===== src/inc/sbpd_pkg.sv =====
// shared constants and types of the serial bus port datapath
package sbpd_pkg;

  // clock and timing
  localparam int unsigned CLK_PERIOD_NS   = 25;
  localparam int unsigned CLK_KHZ         = 40000;
  localparam int unsigned LPS_RESET_NS    = 1200;
  localparam int unsigned LPS_DISABLE_NS  = 25000;
  localparam int unsigned LINKON_FREQ_KHZ = 6114;
  // least times round up, the link-on half period rounds down
  localparam int unsigned LPS_RESET_CYC   = (LPS_RESET_NS + CLK_PERIOD_NS - 1) / CLK_PERIOD_NS;
  localparam int unsigned LPS_DISABLE_CYC = (LPS_DISABLE_NS + CLK_PERIOD_NS - 1) / CLK_PERIOD_NS;
  localparam int unsigned LINKON_HALF_CYC = CLK_KHZ / (2 * LINKON_FREQ_KHZ);
  localparam int unsigned LPS_CNT_W       = 10;
  localparam int unsigned WAVE_CNT_W      = 2;
  localparam logic [2:0]  DIV_WORD_END    = 3'h7;

  // register port
  localparam int unsigned REG_AW     = 4;
  localparam int unsigned REG_DW     = 8;
  localparam logic [3:0]  REG_CTRL   = 4'h0;
  localparam logic [3:0]  REG_STATUS = 4'h4;
  localparam logic [3:0]  REG_EVENT  = 4'h8;
  localparam logic [3:0]  REG_ARB    = 4'hC;
  localparam logic [7:0]  CTRL_RESET = 8'h01;
  localparam int unsigned CTRL_PORT_EN_BIT  = 0;
  localparam int unsigned CTRL_SUSPEND_BIT  = 1;
  localparam int unsigned CTRL_LINK_ACT_BIT = 2;
  localparam int unsigned CTRL_CPF_EN_BIT   = 3;
  localparam int unsigned EVENT_CPF_BIT     = 0;

  // line-state codes seen on the two comparator pairs {pair a, pair b}
  localparam logic [3:0] ARB_GRANT     = 4'h5;
  localparam logic [3:0] ARB_RX_PREFIX = 4'hA;
  localparam logic [3:0] ARB_RX_END    = 4'h9;

  typedef enum logic [1:0] {
    SPD_S100 = 2'b00,
    SPD_S200 = 2'b01,
    SPD_S400 = 2'b10
  } sbpd_speed_e;

  typedef enum logic [1:0] {
    ST_IDLE = 2'b00,
    ST_ARB  = 2'b01,
    ST_TX   = 2'b10,
    ST_RX   = 2'b11
  } sbpd_state_e;

endpackage : sbpd_pkg


===== src/hdl/sbpd_ds_codec.sv =====
// data-strobe encoder and decoder for one cable port
`timescale 1ns/1ps
`default_nettype none
module sbpd_ds_codec (
  input  wire logic clk_in,
  input  wire logic rst_b_in,
  input  wire logic en_in,
  input  wire logic tx_tick_in,
  input  wire logic tx_bit_in,
  input  wire logic rx_data_in,
  input  wire logic rx_strobe_in,
  output logic      tx_data_out,
  output logic      tx_strobe_out,
  output logic      rx_vld_out,
  output logic      rx_bit_out
);

  logic rx_phase_r;
  wire  rx_phase = rx_data_in ^ rx_strobe_in;

  // strobe flips only when data repeats, so exactly one line moves per bit
  always_ff @(posedge clk_in or negedge rst_b_in) begin
    if (!rst_b_in) begin
      tx_data_out   <= 1'b0;
      tx_strobe_out <= 1'b0;
    end else if (!en_in) begin
      tx_data_out   <= 1'b0;
      tx_strobe_out <= 1'b0;
    end else if (tx_tick_in) begin
      tx_data_out   <= tx_bit_in;
      tx_strobe_out <= (tx_bit_in == tx_data_out) ? ~tx_strobe_out : tx_strobe_out;
    end
  end

  // every change of data xor strobe is one recovered clock edge
  always_ff @(posedge clk_in or negedge rst_b_in) begin
    if (!rst_b_in) begin
      rx_phase_r <= 1'b0;
      rx_vld_out <= 1'b0;
      rx_bit_out <= 1'b0;
    end else begin
      rx_phase_r <= en_in & rx_phase;
      rx_vld_out <= en_in & (rx_phase != rx_phase_r);
      rx_bit_out <= rx_data_in;
    end
  end
endmodule : sbpd_ds_codec
`default_nettype wire


===== src/hdl/sbpd_phy_port.sv =====
// one-port serial bus physical layer datapath, link side and line-state control
//
// How it works
// system clock divided into word and per-speed bit ticks timing line transmission.
// link clock derived from system clock; received data retimed on same clock.
// powerdown stops pll, transmitters, receivers, bias; cable-inactive keeps working.
// isolation input high gives ordinary levels on link outputs.
// isolation input low turns each link output transition into one-cycle pulse; here only LINK_DATA_OUT and LINK_RX_VALID_OUT are pulsed.
// link presents 2/4/8 lanes; words latched on system clock word tick.
// latched bits serialised, data-strobe encoded, sent at per-speed bit rate.
// lane count follows speed: two, four, eight lanes for low, middle, high.
// while receiving, transmitters off and receivers on.
// data-strobe pair decoded into receive clock and serial bits.
// received bits split into 2/4/8 lanes, retimed, handed to link.
// received packets repeated out of the other active port.
// arbitration status taken from comparator outputs of both pairs.
// pair a common-mode speed sensed in arbitration selects next packet speed.
// bias-detect reports remote bias on pair b.
// connect-detect from pair a sampled only while local bias output is off.
// bias and connect detect drive suspend, resume and connection detection.
// disabled, suspended or disconnected port keeps transmitter and receiver off.
// cable power sense below threshold raises cable power fail interrupt.
// cable-inactive output high when no remote bias; undebounced, alive in powerdown.
// link power inactive 1.2 to 25 us resets link interface, longer disables it.
// link-on packet while disabled drives 6.114 MHz on contender pin until link up; here 6.67 MHz, a 3-clock half period.
//
// Chosen here: the address map and the plain strobed port.
`timescale 1ns/1ps
`default_nettype none
module sbpd_phy_port (
  input  wire logic                        SYS_CLK_IN,
  input  wire logic                        RST_B_IN,
  input  wire logic                        POWERDOWN_REQUEST_IN,
  input  wire logic                        ISO_B_IN,
  input  wire logic [sbpd_pkg::REG_AW-1:0] REG_ADDR_IN,
  input  wire logic [sbpd_pkg::REG_DW-1:0] REG_WDATA_IN,
  input  wire logic                        REG_WR_IN,
  input  wire logic                        REG_RD_IN,
  output logic      [sbpd_pkg::REG_DW-1:0] REG_RDATA_OUT,
  output logic                             LINK_CLK_OUT,
  input  wire logic [7:0]                  LINK_DATA_IN,
  input  wire logic                        LINK_TX_VALID_IN,
  output logic                             LINK_TX_READY_OUT,
  output logic      [7:0]                  LINK_DATA_OUT,
  output logic                             LINK_RX_VALID_OUT,
  output logic                             LINK_IF_RESET_OUT,
  input  wire logic                        LINK_POWER_STATUS_IN,
  input  wire logic                        LINK_ON_PKT_IN,
  input  wire logic                        CONTENDER_WAKE_PIN_IN,
  output logic                             CONTENDER_WAKE_PIN_OUT,
  output logic                             CONTENDER_WAKE_PIN_OE_OUT,
  output logic                             PLL_RUN_OUT,
  input  wire logic [1:0]                  CABLE_PAIR_A_CMP_IN,
  input  wire logic [1:0]                  CABLE_PAIR_B_CMP_IN,
  input  wire logic [1:0]                  CABLE_PAIR_A_SPEED_IN,
  input  wire logic                        CABLE_PAIR_B_BIAS_IN,
  input  wire logic                        CABLE_PAIR_A_CONNECT_IN,
  output logic                             BIAS_OUTPUT_EN_OUT,
  input  wire logic                        CABLE_RX_DATA_IN,
  input  wire logic                        CABLE_RX_STROBE_IN,
  output logic                             CABLE_TX_DATA_OUT,
  output logic                             CABLE_TX_STROBE_OUT,
  output logic                             CABLE_TX_EN_OUT,
  output logic                             CABLE_RX_EN_OUT,
  input  wire logic                        REPEAT_PORT_ACTIVE_IN,
  output logic                             REPEAT_DATA_OUT,
  output logic                             REPEAT_STROBE_OUT,
  input  wire logic                        CABLE_POWER_SENSE_LOW_IN,
  output logic                             CABLE_POWER_FAIL_IRQ_OUT,
  output logic                             CABLE_INACTIVE_FLAG_OUT
);
  import sbpd_pkg::*;

  sbpd_state_e state_r, state_nxt;
  sbpd_speed_e speed_r;
  logic [2:0]            div_r;
  logic [7:0]            ctrl_r;
  logic [3:0]            arb_r;
  logic                  bias_det_r, bias_prev_r, connect_r, suspended_r;
  logic                  cpf_r, contender_r, strap_done_r, link_dis_r, linkon_r, wave_r;
  logic [LPS_CNT_W-1:0]  lps_cnt_r;
  logic [WAVE_CNT_W-1:0] wave_cnt_r;
  logic [7:0]            tx_sh_r, rx_sh_r, rx_word_r;
  logic [3:0]            rx_cnt_r;
  logic                  rx_vld_r;
  logic [8:0]            lnk_prev_r, lnk_out_r;
  logic                  rx_bit_vld, rx_bit;
  logic                  bit_tick;
  logic [3:0]            lanes;
  logic [7:0]            lane_mask;
  logic [7:0]            rd_mux;

  wire pd          = POWERDOWN_REQUEST_IN;
  wire port_ok     = ctrl_r[CTRL_PORT_EN_BIT] & ~suspended_r & connect_r & ~pd;
  wire tx_active   = state_r == ST_TX;
  wire rx_active   = state_r == ST_RX;
  wire word_tick   = div_r == DIV_WORD_END;
  wire arb_grant   = arb_r == ARB_GRANT;
  wire arb_prefix  = arb_r == ARB_RX_PREFIX;
  wire bias_rise   = bias_det_r & ~bias_prev_r;
  wire resume_evt  = suspended_r & bias_rise;
  wire wr_ctrl     = REG_WR_IN & (REG_ADDR_IN == REG_CTRL);
  wire wr_event    = REG_WR_IN & (REG_ADDR_IN == REG_EVENT);
  wire tx_load     = word_tick & port_ok & ((state_r == ST_ARB & arb_grant) | (tx_active & LINK_TX_VALID_IN));
  wire rx_word_end = rx_active & rx_bit_vld & ({1'b0, rx_cnt_r[2:0]} + 4'h1 == lanes);
  wire lps_lost    = ~LINK_POWER_STATUS_IN;

  // one word of 2/4/8 bits always spans eight system clocks, so the link sees one rate
  always_comb begin
    case (speed_r)
      SPD_S100: begin
        bit_tick  = div_r[1:0] == 2'h3;
        lanes     = 4'h2;
        lane_mask = 8'h03;
      end
      SPD_S200: begin
        bit_tick  = div_r[0];
        lanes     = 4'h4;
        lane_mask = 8'h0F;
      end
      SPD_S400: begin
        bit_tick  = 1'b1;
        lanes     = 4'h8;
        lane_mask = 8'hFF;
      end
      default: begin
        bit_tick  = div_r[1:0] == 2'h3;
        lanes     = 4'h2;
        lane_mask = 8'h03;
      end
    endcase
  end

  always_comb begin
    state_nxt = state_r;
    case (state_r)
      ST_IDLE: begin
        if (arb_prefix)
          state_nxt = ST_RX;
        else if (LINK_TX_VALID_IN)
          state_nxt = ST_ARB;
      end
      ST_ARB: begin
        if (arb_prefix)
          state_nxt = ST_RX;
        else if (arb_grant & word_tick)
          state_nxt = ST_TX;
      end
      ST_TX: begin
        if (word_tick & ~LINK_TX_VALID_IN)
          state_nxt = ST_IDLE;
      end
      ST_RX: begin
        if (arb_r == ARB_RX_END)
          state_nxt = ST_IDLE;
      end
      default: state_nxt = ST_IDLE;
    endcase
    if (!port_ok)
      state_nxt = ST_IDLE;
  end

  assign CABLE_TX_EN_OUT   = tx_active & port_ok;
  assign CABLE_RX_EN_OUT   = port_ok & ~tx_active;
  assign LINK_TX_READY_OUT = tx_load;
  assign LINK_DATA_OUT     = lnk_out_r[7:0];
  assign LINK_RX_VALID_OUT = lnk_out_r[8];

  always_comb begin
    case (REG_ADDR_IN)
      REG_CTRL:   rd_mux = ctrl_r;
      REG_STATUS: rd_mux = {pd, contender_r, link_dis_r, suspended_r, connect_r, bias_det_r, speed_r};
      REG_EVENT:  rd_mux = {7'h00, cpf_r};
      REG_ARB:    rd_mux = {2'h0, state_r, arb_r};
      default:    rd_mux = 8'h00;
    endcase
  end

  always_ff @(posedge SYS_CLK_IN or negedge RST_B_IN) begin
    if (!RST_B_IN) begin
      state_r      <= ST_IDLE;
      div_r        <= 3'h0;
      LINK_CLK_OUT <= 1'b0;
      PLL_RUN_OUT  <= 1'b0;
      arb_r        <= 4'h0;
      speed_r      <= SPD_S100;
    end else begin
      state_r      <= state_nxt;
      div_r        <= pd ? 3'h0 : div_r + 3'h1;
      LINK_CLK_OUT <= ~pd & div_r[2];
      PLL_RUN_OUT  <= ~pd;
      arb_r        <= pd ? 4'h0 : {CABLE_PAIR_A_CMP_IN, CABLE_PAIR_B_CMP_IN};
      if (state_r == ST_IDLE || state_r == ST_ARB)
        speed_r <= (CABLE_PAIR_A_SPEED_IN > SPD_S400) ? SPD_S400 : sbpd_speed_e'(CABLE_PAIR_A_SPEED_IN);
    end
  end

  always_ff @(posedge SYS_CLK_IN or negedge RST_B_IN) begin
    if (!RST_B_IN) begin
      ctrl_r        <= CTRL_RESET;
      cpf_r         <= 1'b0;
      REG_RDATA_OUT <= 8'h00;
      CABLE_POWER_FAIL_IRQ_OUT <= 1'b0;
    end else begin
      if (wr_ctrl)
        ctrl_r <= REG_WDATA_IN;
      else if (resume_evt)
        ctrl_r[CTRL_SUSPEND_BIT] <= 1'b0;
      // a fresh low reading beats a clear in the same cycle
      cpf_r <= CABLE_POWER_SENSE_LOW_IN | (cpf_r & ~(wr_event & REG_WDATA_IN[EVENT_CPF_BIT]));
      CABLE_POWER_FAIL_IRQ_OUT <= cpf_r & ctrl_r[CTRL_CPF_EN_BIT];
      REG_RDATA_OUT <= REG_RD_IN ? rd_mux : 8'h00;
    end
  end

  // bias, connect and suspend tracking
  always_ff @(posedge SYS_CLK_IN or negedge RST_B_IN) begin
    if (!RST_B_IN) begin
      bias_det_r  <= 1'b0;
      bias_prev_r <= 1'b0;
      connect_r   <= 1'b0;
      suspended_r <= 1'b0;
      BIAS_OUTPUT_EN_OUT      <= 1'b0;
      CABLE_INACTIVE_FLAG_OUT <= 1'b1;
    end else begin
      CABLE_INACTIVE_FLAG_OUT <= ~CABLE_PAIR_B_BIAS_IN;
      bias_det_r  <= ~pd & CABLE_PAIR_B_BIAS_IN;
      bias_prev_r <= bias_det_r;
      // own bias would swamp the connect sense, so only look while it is off
      if (!BIAS_OUTPUT_EN_OUT)
        connect_r <= ~pd & CABLE_PAIR_A_CONNECT_IN;
      if (!connect_r)
        suspended_r <= 1'b0;
      else if (resume_evt)
        suspended_r <= 1'b0;
      else if (ctrl_r[CTRL_SUSPEND_BIT] & ~bias_det_r)
        suspended_r <= 1'b1;
      BIAS_OUTPUT_EN_OUT <= ctrl_r[CTRL_PORT_EN_BIT] & connect_r & ~suspended_r & ~pd;
    end
  end

  // transmit word latch and shifter, msb leaves first
  always_ff @(posedge SYS_CLK_IN or negedge RST_B_IN) begin
    if (!RST_B_IN)
      tx_sh_r <= 8'h00;
    else if (tx_load)
      tx_sh_r <= (LINK_DATA_IN & lane_mask) << (4'h8 - lanes);
    else if (tx_active & bit_tick)
      tx_sh_r <= {tx_sh_r[6:0], 1'b0};
  end

  sbpd_ds_codec u_codec (
    .clk_in        (SYS_CLK_IN),
    .rst_b_in      (RST_B_IN),
    .en_in         (port_ok),
    .tx_tick_in    (tx_active & bit_tick),
    .tx_bit_in     (tx_sh_r[7]),
    .rx_data_in    (CABLE_RX_DATA_IN),
    .rx_strobe_in  (CABLE_RX_STROBE_IN),
    .tx_data_out   (CABLE_TX_DATA_OUT),
    .tx_strobe_out (CABLE_TX_STROBE_OUT),
    .rx_vld_out    (rx_bit_vld),
    .rx_bit_out    (rx_bit)
  );

  // receive deserialiser; the codec already works on the system clock
  always_ff @(posedge SYS_CLK_IN or negedge RST_B_IN) begin
    if (!RST_B_IN) begin
      rx_sh_r   <= 8'h00;
      rx_cnt_r  <= 4'h0;
      rx_word_r <= 8'h00;
      rx_vld_r  <= 1'b0;
      REPEAT_DATA_OUT   <= 1'b0;
      REPEAT_STROBE_OUT <= 1'b0;
    end else begin
      rx_vld_r <= rx_word_end & ~link_dis_r;
      if (!rx_active) begin
        rx_cnt_r <= 4'h0;
      end else if (rx_bit_vld) begin
        rx_sh_r  <= {rx_sh_r[6:0], rx_bit};
        rx_cnt_r <= rx_word_end ? 4'h0 : rx_cnt_r + 4'h1;
      end
      if (rx_word_end)
        rx_word_r <= {rx_sh_r[6:0], rx_bit} & lane_mask;
      REPEAT_DATA_OUT   <= rx_active & REPEAT_PORT_ACTIVE_IN & CABLE_RX_DATA_IN;
      REPEAT_STROBE_OUT <= rx_active & REPEAT_PORT_ACTIVE_IN & CABLE_RX_STROBE_IN;
    end
  end

  // link outputs: plain levels, or edge pulses for coupling across a barrier
  wire [8:0] lnk_src = {rx_vld_r, rx_word_r};
  generate
    for (genvar i = 0; i < 9; i++) begin : g_iso
      always_ff @(posedge SYS_CLK_IN or negedge RST_B_IN) begin
        if (!RST_B_IN) begin
          lnk_prev_r[i] <= 1'b0;
          lnk_out_r[i]  <= 1'b0;
        end else begin
          lnk_prev_r[i] <= lnk_src[i];
          lnk_out_r[i]  <= ISO_B_IN ? lnk_src[i] : (lnk_src[i] ^ lnk_prev_r[i]);
        end
      end
    end
  endgenerate

  // link power watch, contender strap and link-on wave
  always_ff @(posedge SYS_CLK_IN or negedge RST_B_IN) begin
    if (!RST_B_IN) begin
      lps_cnt_r    <= '0;
      link_dis_r   <= 1'b0;
      linkon_r     <= 1'b0;
      wave_r       <= 1'b0;
      wave_cnt_r   <= '0;
      contender_r  <= 1'b0;
      strap_done_r <= 1'b0;
      LINK_IF_RESET_OUT <= 1'b0;
    end else begin
      if (!strap_done_r)
        contender_r <= CONTENDER_WAKE_PIN_IN;
      strap_done_r <= 1'b1;
      if (!lps_lost)
        lps_cnt_r <= '0;
      else if (lps_cnt_r != LPS_CNT_W'(LPS_DISABLE_CYC))
        lps_cnt_r <= lps_cnt_r + 1'b1;
      LINK_IF_RESET_OUT <= lps_lost && (lps_cnt_r >= LPS_CNT_W'(LPS_RESET_CYC))
                           && (lps_cnt_r < LPS_CNT_W'(LPS_DISABLE_CYC));
      if (!lps_lost)
        link_dis_r <= 1'b0;
      else if (lps_cnt_r == LPS_CNT_W'(LPS_DISABLE_CYC))
        link_dis_r <= 1'b1;
      if (LINK_POWER_STATUS_IN & ctrl_r[CTRL_LINK_ACT_BIT])
        linkon_r <= 1'b0;
      else if (link_dis_r & LINK_ON_PKT_IN & ~pd)
        linkon_r <= 1'b1;
      if (!linkon_r) begin
        wave_r     <= 1'b0;
        wave_cnt_r <= '0;
      end else if (wave_cnt_r == WAVE_CNT_W'(LINKON_HALF_CYC - 1)) begin
        wave_r     <= ~wave_r;
        wave_cnt_r <= '0;
      end else begin
        wave_cnt_r <= wave_cnt_r + 1'b1;
      end
    end
  end

  assign CONTENDER_WAKE_PIN_OUT    = wave_r;
  assign CONTENDER_WAKE_PIN_OE_OUT = strap_done_r;
endmodule : sbpd_phy_port
`default_nettype wire


===== config.mk =====
export PLATFORM = sky130hd
export DESIGN_NAME = sbpd_phy_port
export DESIGN_NICKNAME = d
export VERILOG_FILES = /design/src/inc/sbpd_pkg.sv /design/src/hdl/sbpd_ds_codec.sv /design/src/hdl/sbpd_phy_port.sv
export SDC_FILE = /design/constraint.sdc
export NUM_CORES = 1
export LEC_CHECK = 0
export BUFFER_PORTS_ARGS = -buffer_cell sky130_fd_sc_hd__buf_2
export CAP_MARGIN = 5
export CORE_UTILIZATION = 35
export CTS_CLUSTER_SIZE = 30
export DETAILED_ROUTE_END_ITERATION = 10
export GPL_TIMING_DRIVEN = 1
export PLACE_DENSITY_LB_ADDON = 0.1
export SYNTH_ARGS = -nofsm -noshare
export SYNTH_HDL_FRONTEND = slang
export SYNTH_SLANG_ARGS = --single-unit

===== constraint.sdc =====
create_clock -name SYS_CLK_IN -period 2.5 [get_ports SYS_CLK_IN]
set_input_delay 0 -clock SYS_CLK_IN [delete_from_list [all_inputs] [get_ports SYS_CLK_IN]]
set_output_delay 0 -clock SYS_CLK_IN [all_outputs]
set_load 0.01 [all_outputs]

**Word-level counts from Yosys, hierarchy flattened**

Cells that the tools add are included.

- Register bits after elaboration: 108
- Input port bits: 42
- Output and inout bits: 32
- Logic and storage cells: 219

- Add/sub/neg operators: 6
- Order comparisons: 3
- Eq/ne operators: 28
- Shift-type cells: 1
- Multiplexer cells: 50
- Bitwise operators: 63
- Reductions and logical operators: 13

Operator list:

| cell | number |
|---|---|
| bitwise AND 1 bit | 37 |
| case mux 8 bit (4 select lines) | 1 |
| 2-to-1 mux 1 bit | 25 |
| 2-to-1 mux 8 bit | 3 |
| 2-to-1 mux 10 bit | 2 |
| 2-to-1 mux 2 bit | 10 |
| bitwise AND 8 bit | 2 |
| equality test 4 bit, second input constant | 4 |
| 2-to-1 mux 4 bit | 4 |
| case mux 8 bit (2 select lines) | 1 |
| inverter 1 bit | 12 |
| adder 10 x 1 -> 10 bit, second input constant | 1 |
| equality test 10 bit, second input constant | 1 |
| equality test 2 bit, second input constant | 5 |
| greater-or-equal comparator 10 x 6 -> 1 bit, second input constant | 1 |
| < comparator 10 bit, second input constant | 1 |
| inequality test 10 bit, second input constant | 1 |
| nonzero test 2 bit | 5 |
| XOR 1 bit | 10 |
| equality test 4 x 3 -> 1 bit, second input constant | 2 |
| inequality test 2 x 1 -> 1 bit, second input constant | 4 |
| case mux 2 bit (4 select lines) | 1 |
| case mux 4 bit (2 select lines) | 1 |
| << shifter 8 x 4 -> 8 bit | 1 |
| 24 further kinds | 29 |

**Logic depth before layout (Yosys ltp)**

- Depth in word-level cells: 7
- Depth in mapped cells: 8
- Mapped depth without buffers: 6

**By module**

Synthesis repeated with hierarchy kept, for this count alone.

- Cell total of the unflattened synthesis: 385
- Area total of the unflattened synthesis: 4665.7 um2

Modules (own cells, without submodules):

| module | instances | cells an instance | area each (um2) | sequential area each (um2) |
|---|---|---|---|---|
| sbpd_phy_port | 1 | 369 | 4460.5 | 2555.0 |
| sbpd_ds_codec | 1 | 16 | 205.2 | 125.1 |

**Least setup slack after synthesis**

OpenSTA, ideal clock, no wires.

- Path kind: reg-to-reg
- Start: register speed_r[0]
- End: register tx_sh_r[4]
- Library setup time: 127 ps
- Arrival time: 1850 ps
- Data required time: 2373 ps
- Setup slack: 523 ps
- Stages on the path, launching flop included: 7
- Path buffers: 0
- Period minus slack after synthesis: 1977 ps
- Cells stage by stage: dfrtp_1 -> inv_1 -> ha_1 -> nor2b_1 -> nor3_4 -> mux2_4 -> mux2_1

- Longest elaborated chain between the ends: 5
- Elaborated cells on any way between the ends: 11

Ends and longest elaborated chain:

| what | RTL line | RTL |
|---|---|---|
| from (decl) | sbpd_phy_port.sv:75 | `sbpd_speed_e speed_r;` |
| from (signal assigned) | sbpd_phy_port.sv:194 | `speed_r <= (CABLE_PAIR_A_SPEED_IN > SPD_S400) ? SPD_S400 : sbpd_speed_e'(CABLE_PAIR_A_SPEED_IN);` |
| equality test 2 bit / equality test 2 x 1 -> 1 bit (equally long branches) | sbpd_phy_port.sv:110 | `case (speed_r)` |
| case mux 4 bit (2 select lines) / case mux 8 bit (2 select lines) (equally long branches) | sbpd_phy_port.sv:110 |  |
| subtractor 4 bit / bitwise AND 8 bit (equally long branches) | sbpd_phy_port.sv:247 | `tx_sh_r <= (LINK_DATA_IN & lane_mask) << (4'h8 - lanes);` |
| << shifter 8 x 4 -> 8 bit | sbpd_phy_port.sv:247 |  |
| 2-to-1 mux 8 bit | sbpd_phy_port.sv:246 | `else if (tx_load)` |
| to (signal assigned) | sbpd_phy_port.sv:247 |  |
| to (signal assigned) | sbpd_phy_port.sv:249 | `tx_sh_r <= {tx_sh_r[6:0], 1'b0};` |
| to (decl) | sbpd_phy_port.sv:83 | `logic [7:0] tx_sh_r, rx_sh_r, rx_word_r;` |

Parallel ways exist; a longest one is shown, timed or not.
A chain may end at the register's enable or synchronous reset.

**Worst setup path after layout**

- Start: register speed_r[0]
- End: register tx_sh_r[5]

The elaborated chain is that of the path after synthesis.

==> results.sh <==
export IMPL_grt_pass1_vias=3371
export IMPL_die_width_um=117
export IMPL_drc=0
export IMPL_rows=41
export IMPL_initial_core_util=0.364
export IMPL_max_stage_delay_ns=0.41
export IMPL_p_per_area_nw_per_um2=606
export IMPL_dp_cells=630
export IMPL_grt_pass1_wl_um=16400
export IMPL_synth_edff_count=0
export IMPL_finalSetupViolCount=0
export IMPL_slew_violations=0
export IMPL_peakVddDrop_uv=323
export IMPL_dieArea_um2=13700
export IMPL_syn_nets=442
export IMPL_rsz0062_at_grt="false"
export IMPL_ys_seq_area_frac=0.577
export IMPL_fp_dieH_um=117
export IMPL_crit_type="register to register"
export IMPL_post_route_min_period_ns=1.99
export IMPL_wl_per_cell_um=14.2
export IMPL_area_growth_pct=26.2
export IMPL_drt_antenna_violating_nets=0
export IMPL_post_cts_buffers=0
export IMPL_cts_root_buffer="clkbuf_16"
export IMPL_cts_resized=0
export IMPL_clkTransAtPathRegs_ns=0.07
export IMPL_place_gp_congestion=0.812
export IMPL_io_pins=74
export IMPL_synthDistinctLibCells=52
export IMPL_layout_commonest_cell="dfrtp_1"
export IMPL_cts_tree="built"
export IMPL_grt_overflow_total=0
export IMPL_finalSetupTns_ns=0
export IMPL_post_route_period_util=0.797
export IMPL_required_ns=2.73
export IMPL_routed_wl_um=9660
export IMPL_dr_pass1_iters=4
export IMPL_crit_arrival_ns=2.22
export IMPL_multi_input_area_um2=1840
export IMPL_async_flop_share=1.00
export IMPL_ys_flop_type="dfrtp_1"
export IMPL_drt_iter0_markers=132
export IMPL_ys_warn_count=0
export IMPL_crit_slowest_cell="ha_1"
export IMPL_cts_htree_levels=3
export IMPL_fin_cells=681
export IMPL_layout_common_cells="dfrtp_1, buf_2, dlygate4sd3_1"
export IMPL_clockBufferDepth=2
export IMPL_path_buf_inv=1
export IMPL_core_um2=12800
export IMPL_grt_max_degree=61
export IMPL_synth_seq_cells=107
export IMPL_layout_nets=554
export IMPL_cap_violations=0
export IMPL_cts_sinks=107
export IMPL_antenna_found_initial=0
export IMPL_cp_start_kind="register"
export IMPL_hold_viol=0
export IMPL_io_buffer_count=73
export IMPL_drive_gt1_frac=0.240
export IMPL_postSynthCellCount=392
export IMPL_crit_family="multiplexers"
export IMPL_min_path_type="primary input to register"
export IMPL_vias=3232
export IMPL_cp_cell_sequence="inv_1 -> ha_1 -> nor2b_1 -> nor3_4 -> mux2_4 -> mux2_1"
export IMPL_fillerInstances=1197
export IMPL_end_kind="register"
export IMPL_synth_cell_area_um2=4640
export IMPL_status="finished clean"
export IMPL_n_antenna_cell=0
export IMPL_regArea_um2=2680
export IMPL_skew_ns=0.00494
export IMPL_p_leak_nw=2.78
export IMPL_cts_inserted_buffers=9
export IMPL_worstPathMaxFanout=6
export IMPL_slew_headroom=0.566
export IMPL_grt_total_usage=0.159
export IMPL_vias_per_cell=4.75
export IMPL_dpl_hpwl_um=6630
export IMPL_max_freq_ghz=0.502
export IMPL_avgSynthCellArea_um2=11.8
export IMPL_clk_insertion_delay_late_ns=0.35
export IMPL_worst_slew_pin_slew_ns=0.651
[cells in the mapped netlist, types with 3 or more instances]
cell      count  area share
a21oi_1       7      0.0075
a31oi_1       7      0.0094
and2_1        7      0.0094
and4_1        4      0.0075
buf_2         4      0.0043
clkbuf_1      8      0.0065
dfrtp_1     105        0.57
ha_1          8       0.022
inv_1        16       0.013
mux2_1        4      0.0097
mux2_2       18       0.044
mux2i_1      21       0.045
nand2_1      23       0.019
nand2b_1     15       0.020
nand3_1      10       0.011
nand3b_1      3      0.0049
nand4_1       4      0.0054
nor2_1       34       0.027
nor2b_1      12       0.016
nor3_1        7      0.0075
o21ai_0      12       0.013
o31ai_1       5      0.0081
xnor2_1      16       0.030
xor2_1        6       0.011
[where the power goes]
part           internal (mW)  switching (mW)  leakage, nW
combinational          0.155           0.152         1.22
clock                  0.775           0.632        0.143
sequential              1.80          0.0436         1.41
[what timing repair did]
action | in CTS | in global routing
hold endpoints to repair | 86 | 0
hold buffers | 35 | 0
endpoints found under the setup margin | 0 | 0
[worst register-to-register path: cells and delay by family, from the launching register on]
family,cells,cell delay [ns]
flops,1,0.37
simple gates,2,0.40
buf+inv,1,0.09
fa+ha+maj,1,0.41
mux,2,0.61
[worst paths after layout]
kind,slack (ns),from,depth (start not counted),endpoint
worst max register to register,0.51,speed_r[0],6,tx_sh_r[5]
min in group asynchronous,0.21,RST_B_IN,2,LINK_DATA_OUT[5]
worst max-delay path,0.51,speed_r[0],6,tx_sh_r[5]
max in group asynchronous,1.48,RST_B_IN,3,CABLE_INACTIVE_FLAG_OUT
worst min register to register,0.40,rx_vld_r,0,lnk_prev_r[8]
worst min-delay path,0.04,ISO_B_IN,3,LINK_DATA_OUT[4]
[stage by stage]
step / hold slack (ns) / setup slack, ns / util / area [um^2] / power (mW)
after CTS: 0.0382 / 0.478 / 0.459 / 5860 / 3.61
final: 0.0358 / 0.509 / 0.459 / 5860 / 3.55
after global routing: 0.0414 / 0.394 / 0.459 / 5860 / 3.73
after detailed placement: 0.0773 / 0.489 / 0.409 / 5220 / 2.15
after floorplan: -0.296 / 0.523 / - / 4640 / 2.02
after global placement: 0.0712 / 0.576 / 0.409 / 5220 / 2.15
[state kept, by name (all words and copies together) (netlist names), 2 cells and up]
register       cells
lnk_prev_r         9
ctrl_r             8
state_r            2
tx_sh_r            8
rx_word_r          8
div_r              3
wave_cnt_r         2
rx_sh_r            7
arb_r              4
lps_cnt_r         10
LINK_DATA_OUT      8
rx_cnt_r           3
REG_RDATA_OUT      8
speed_r            2
[cell families (layout without fill, tap and decap cells)]
kind of cell / count (synthesis) / after routing / share of synthesized area
AOI/OAI and AO/OA: 46 / 46 / 0.0698
other: 1 / 1 / 0.000808
DFF: 107 / 107 / 0.577
xor gates and xnor gates: 23 / 23 / 0.0463
adders and majority gates: 8 / 8 / 0.0216
and+or+nand+nor: 132 / 132 / 0.152
muxes: 45 / 45 / 0.105
buffers and inverters: 30 / 147 / 0.0269
[layout make-up]
type,count,area share
Clock buffer,11,0.0397
Multi-Input combinational cell,255,0.314
Inverter,17,0.0109
Tap cell,172,0.0367
Clock inverter,5,0.00918
Sequential cell,107,0.457
Timing Repair Buffer,114,0.132
[per-layer routing]
| metal | wire (um) | vias up | part of all wire | global-route usage |
|---|---|---|---|---|
| li1 | - | 1574 | - | - |
| met1 | 4520 | 1583 | 0.47 | 0.206 |
| met2 | 4600 | 63 | 0.48 | 0.256 |
| met3 | 419 | 12 | 0.043 | 0.0453 |
| met4 | 121 | 0 | 0.013 | 0.0540 |
| met5 | 0 | - | 0 | 0 |
Power figures use the tool's default switching activity.
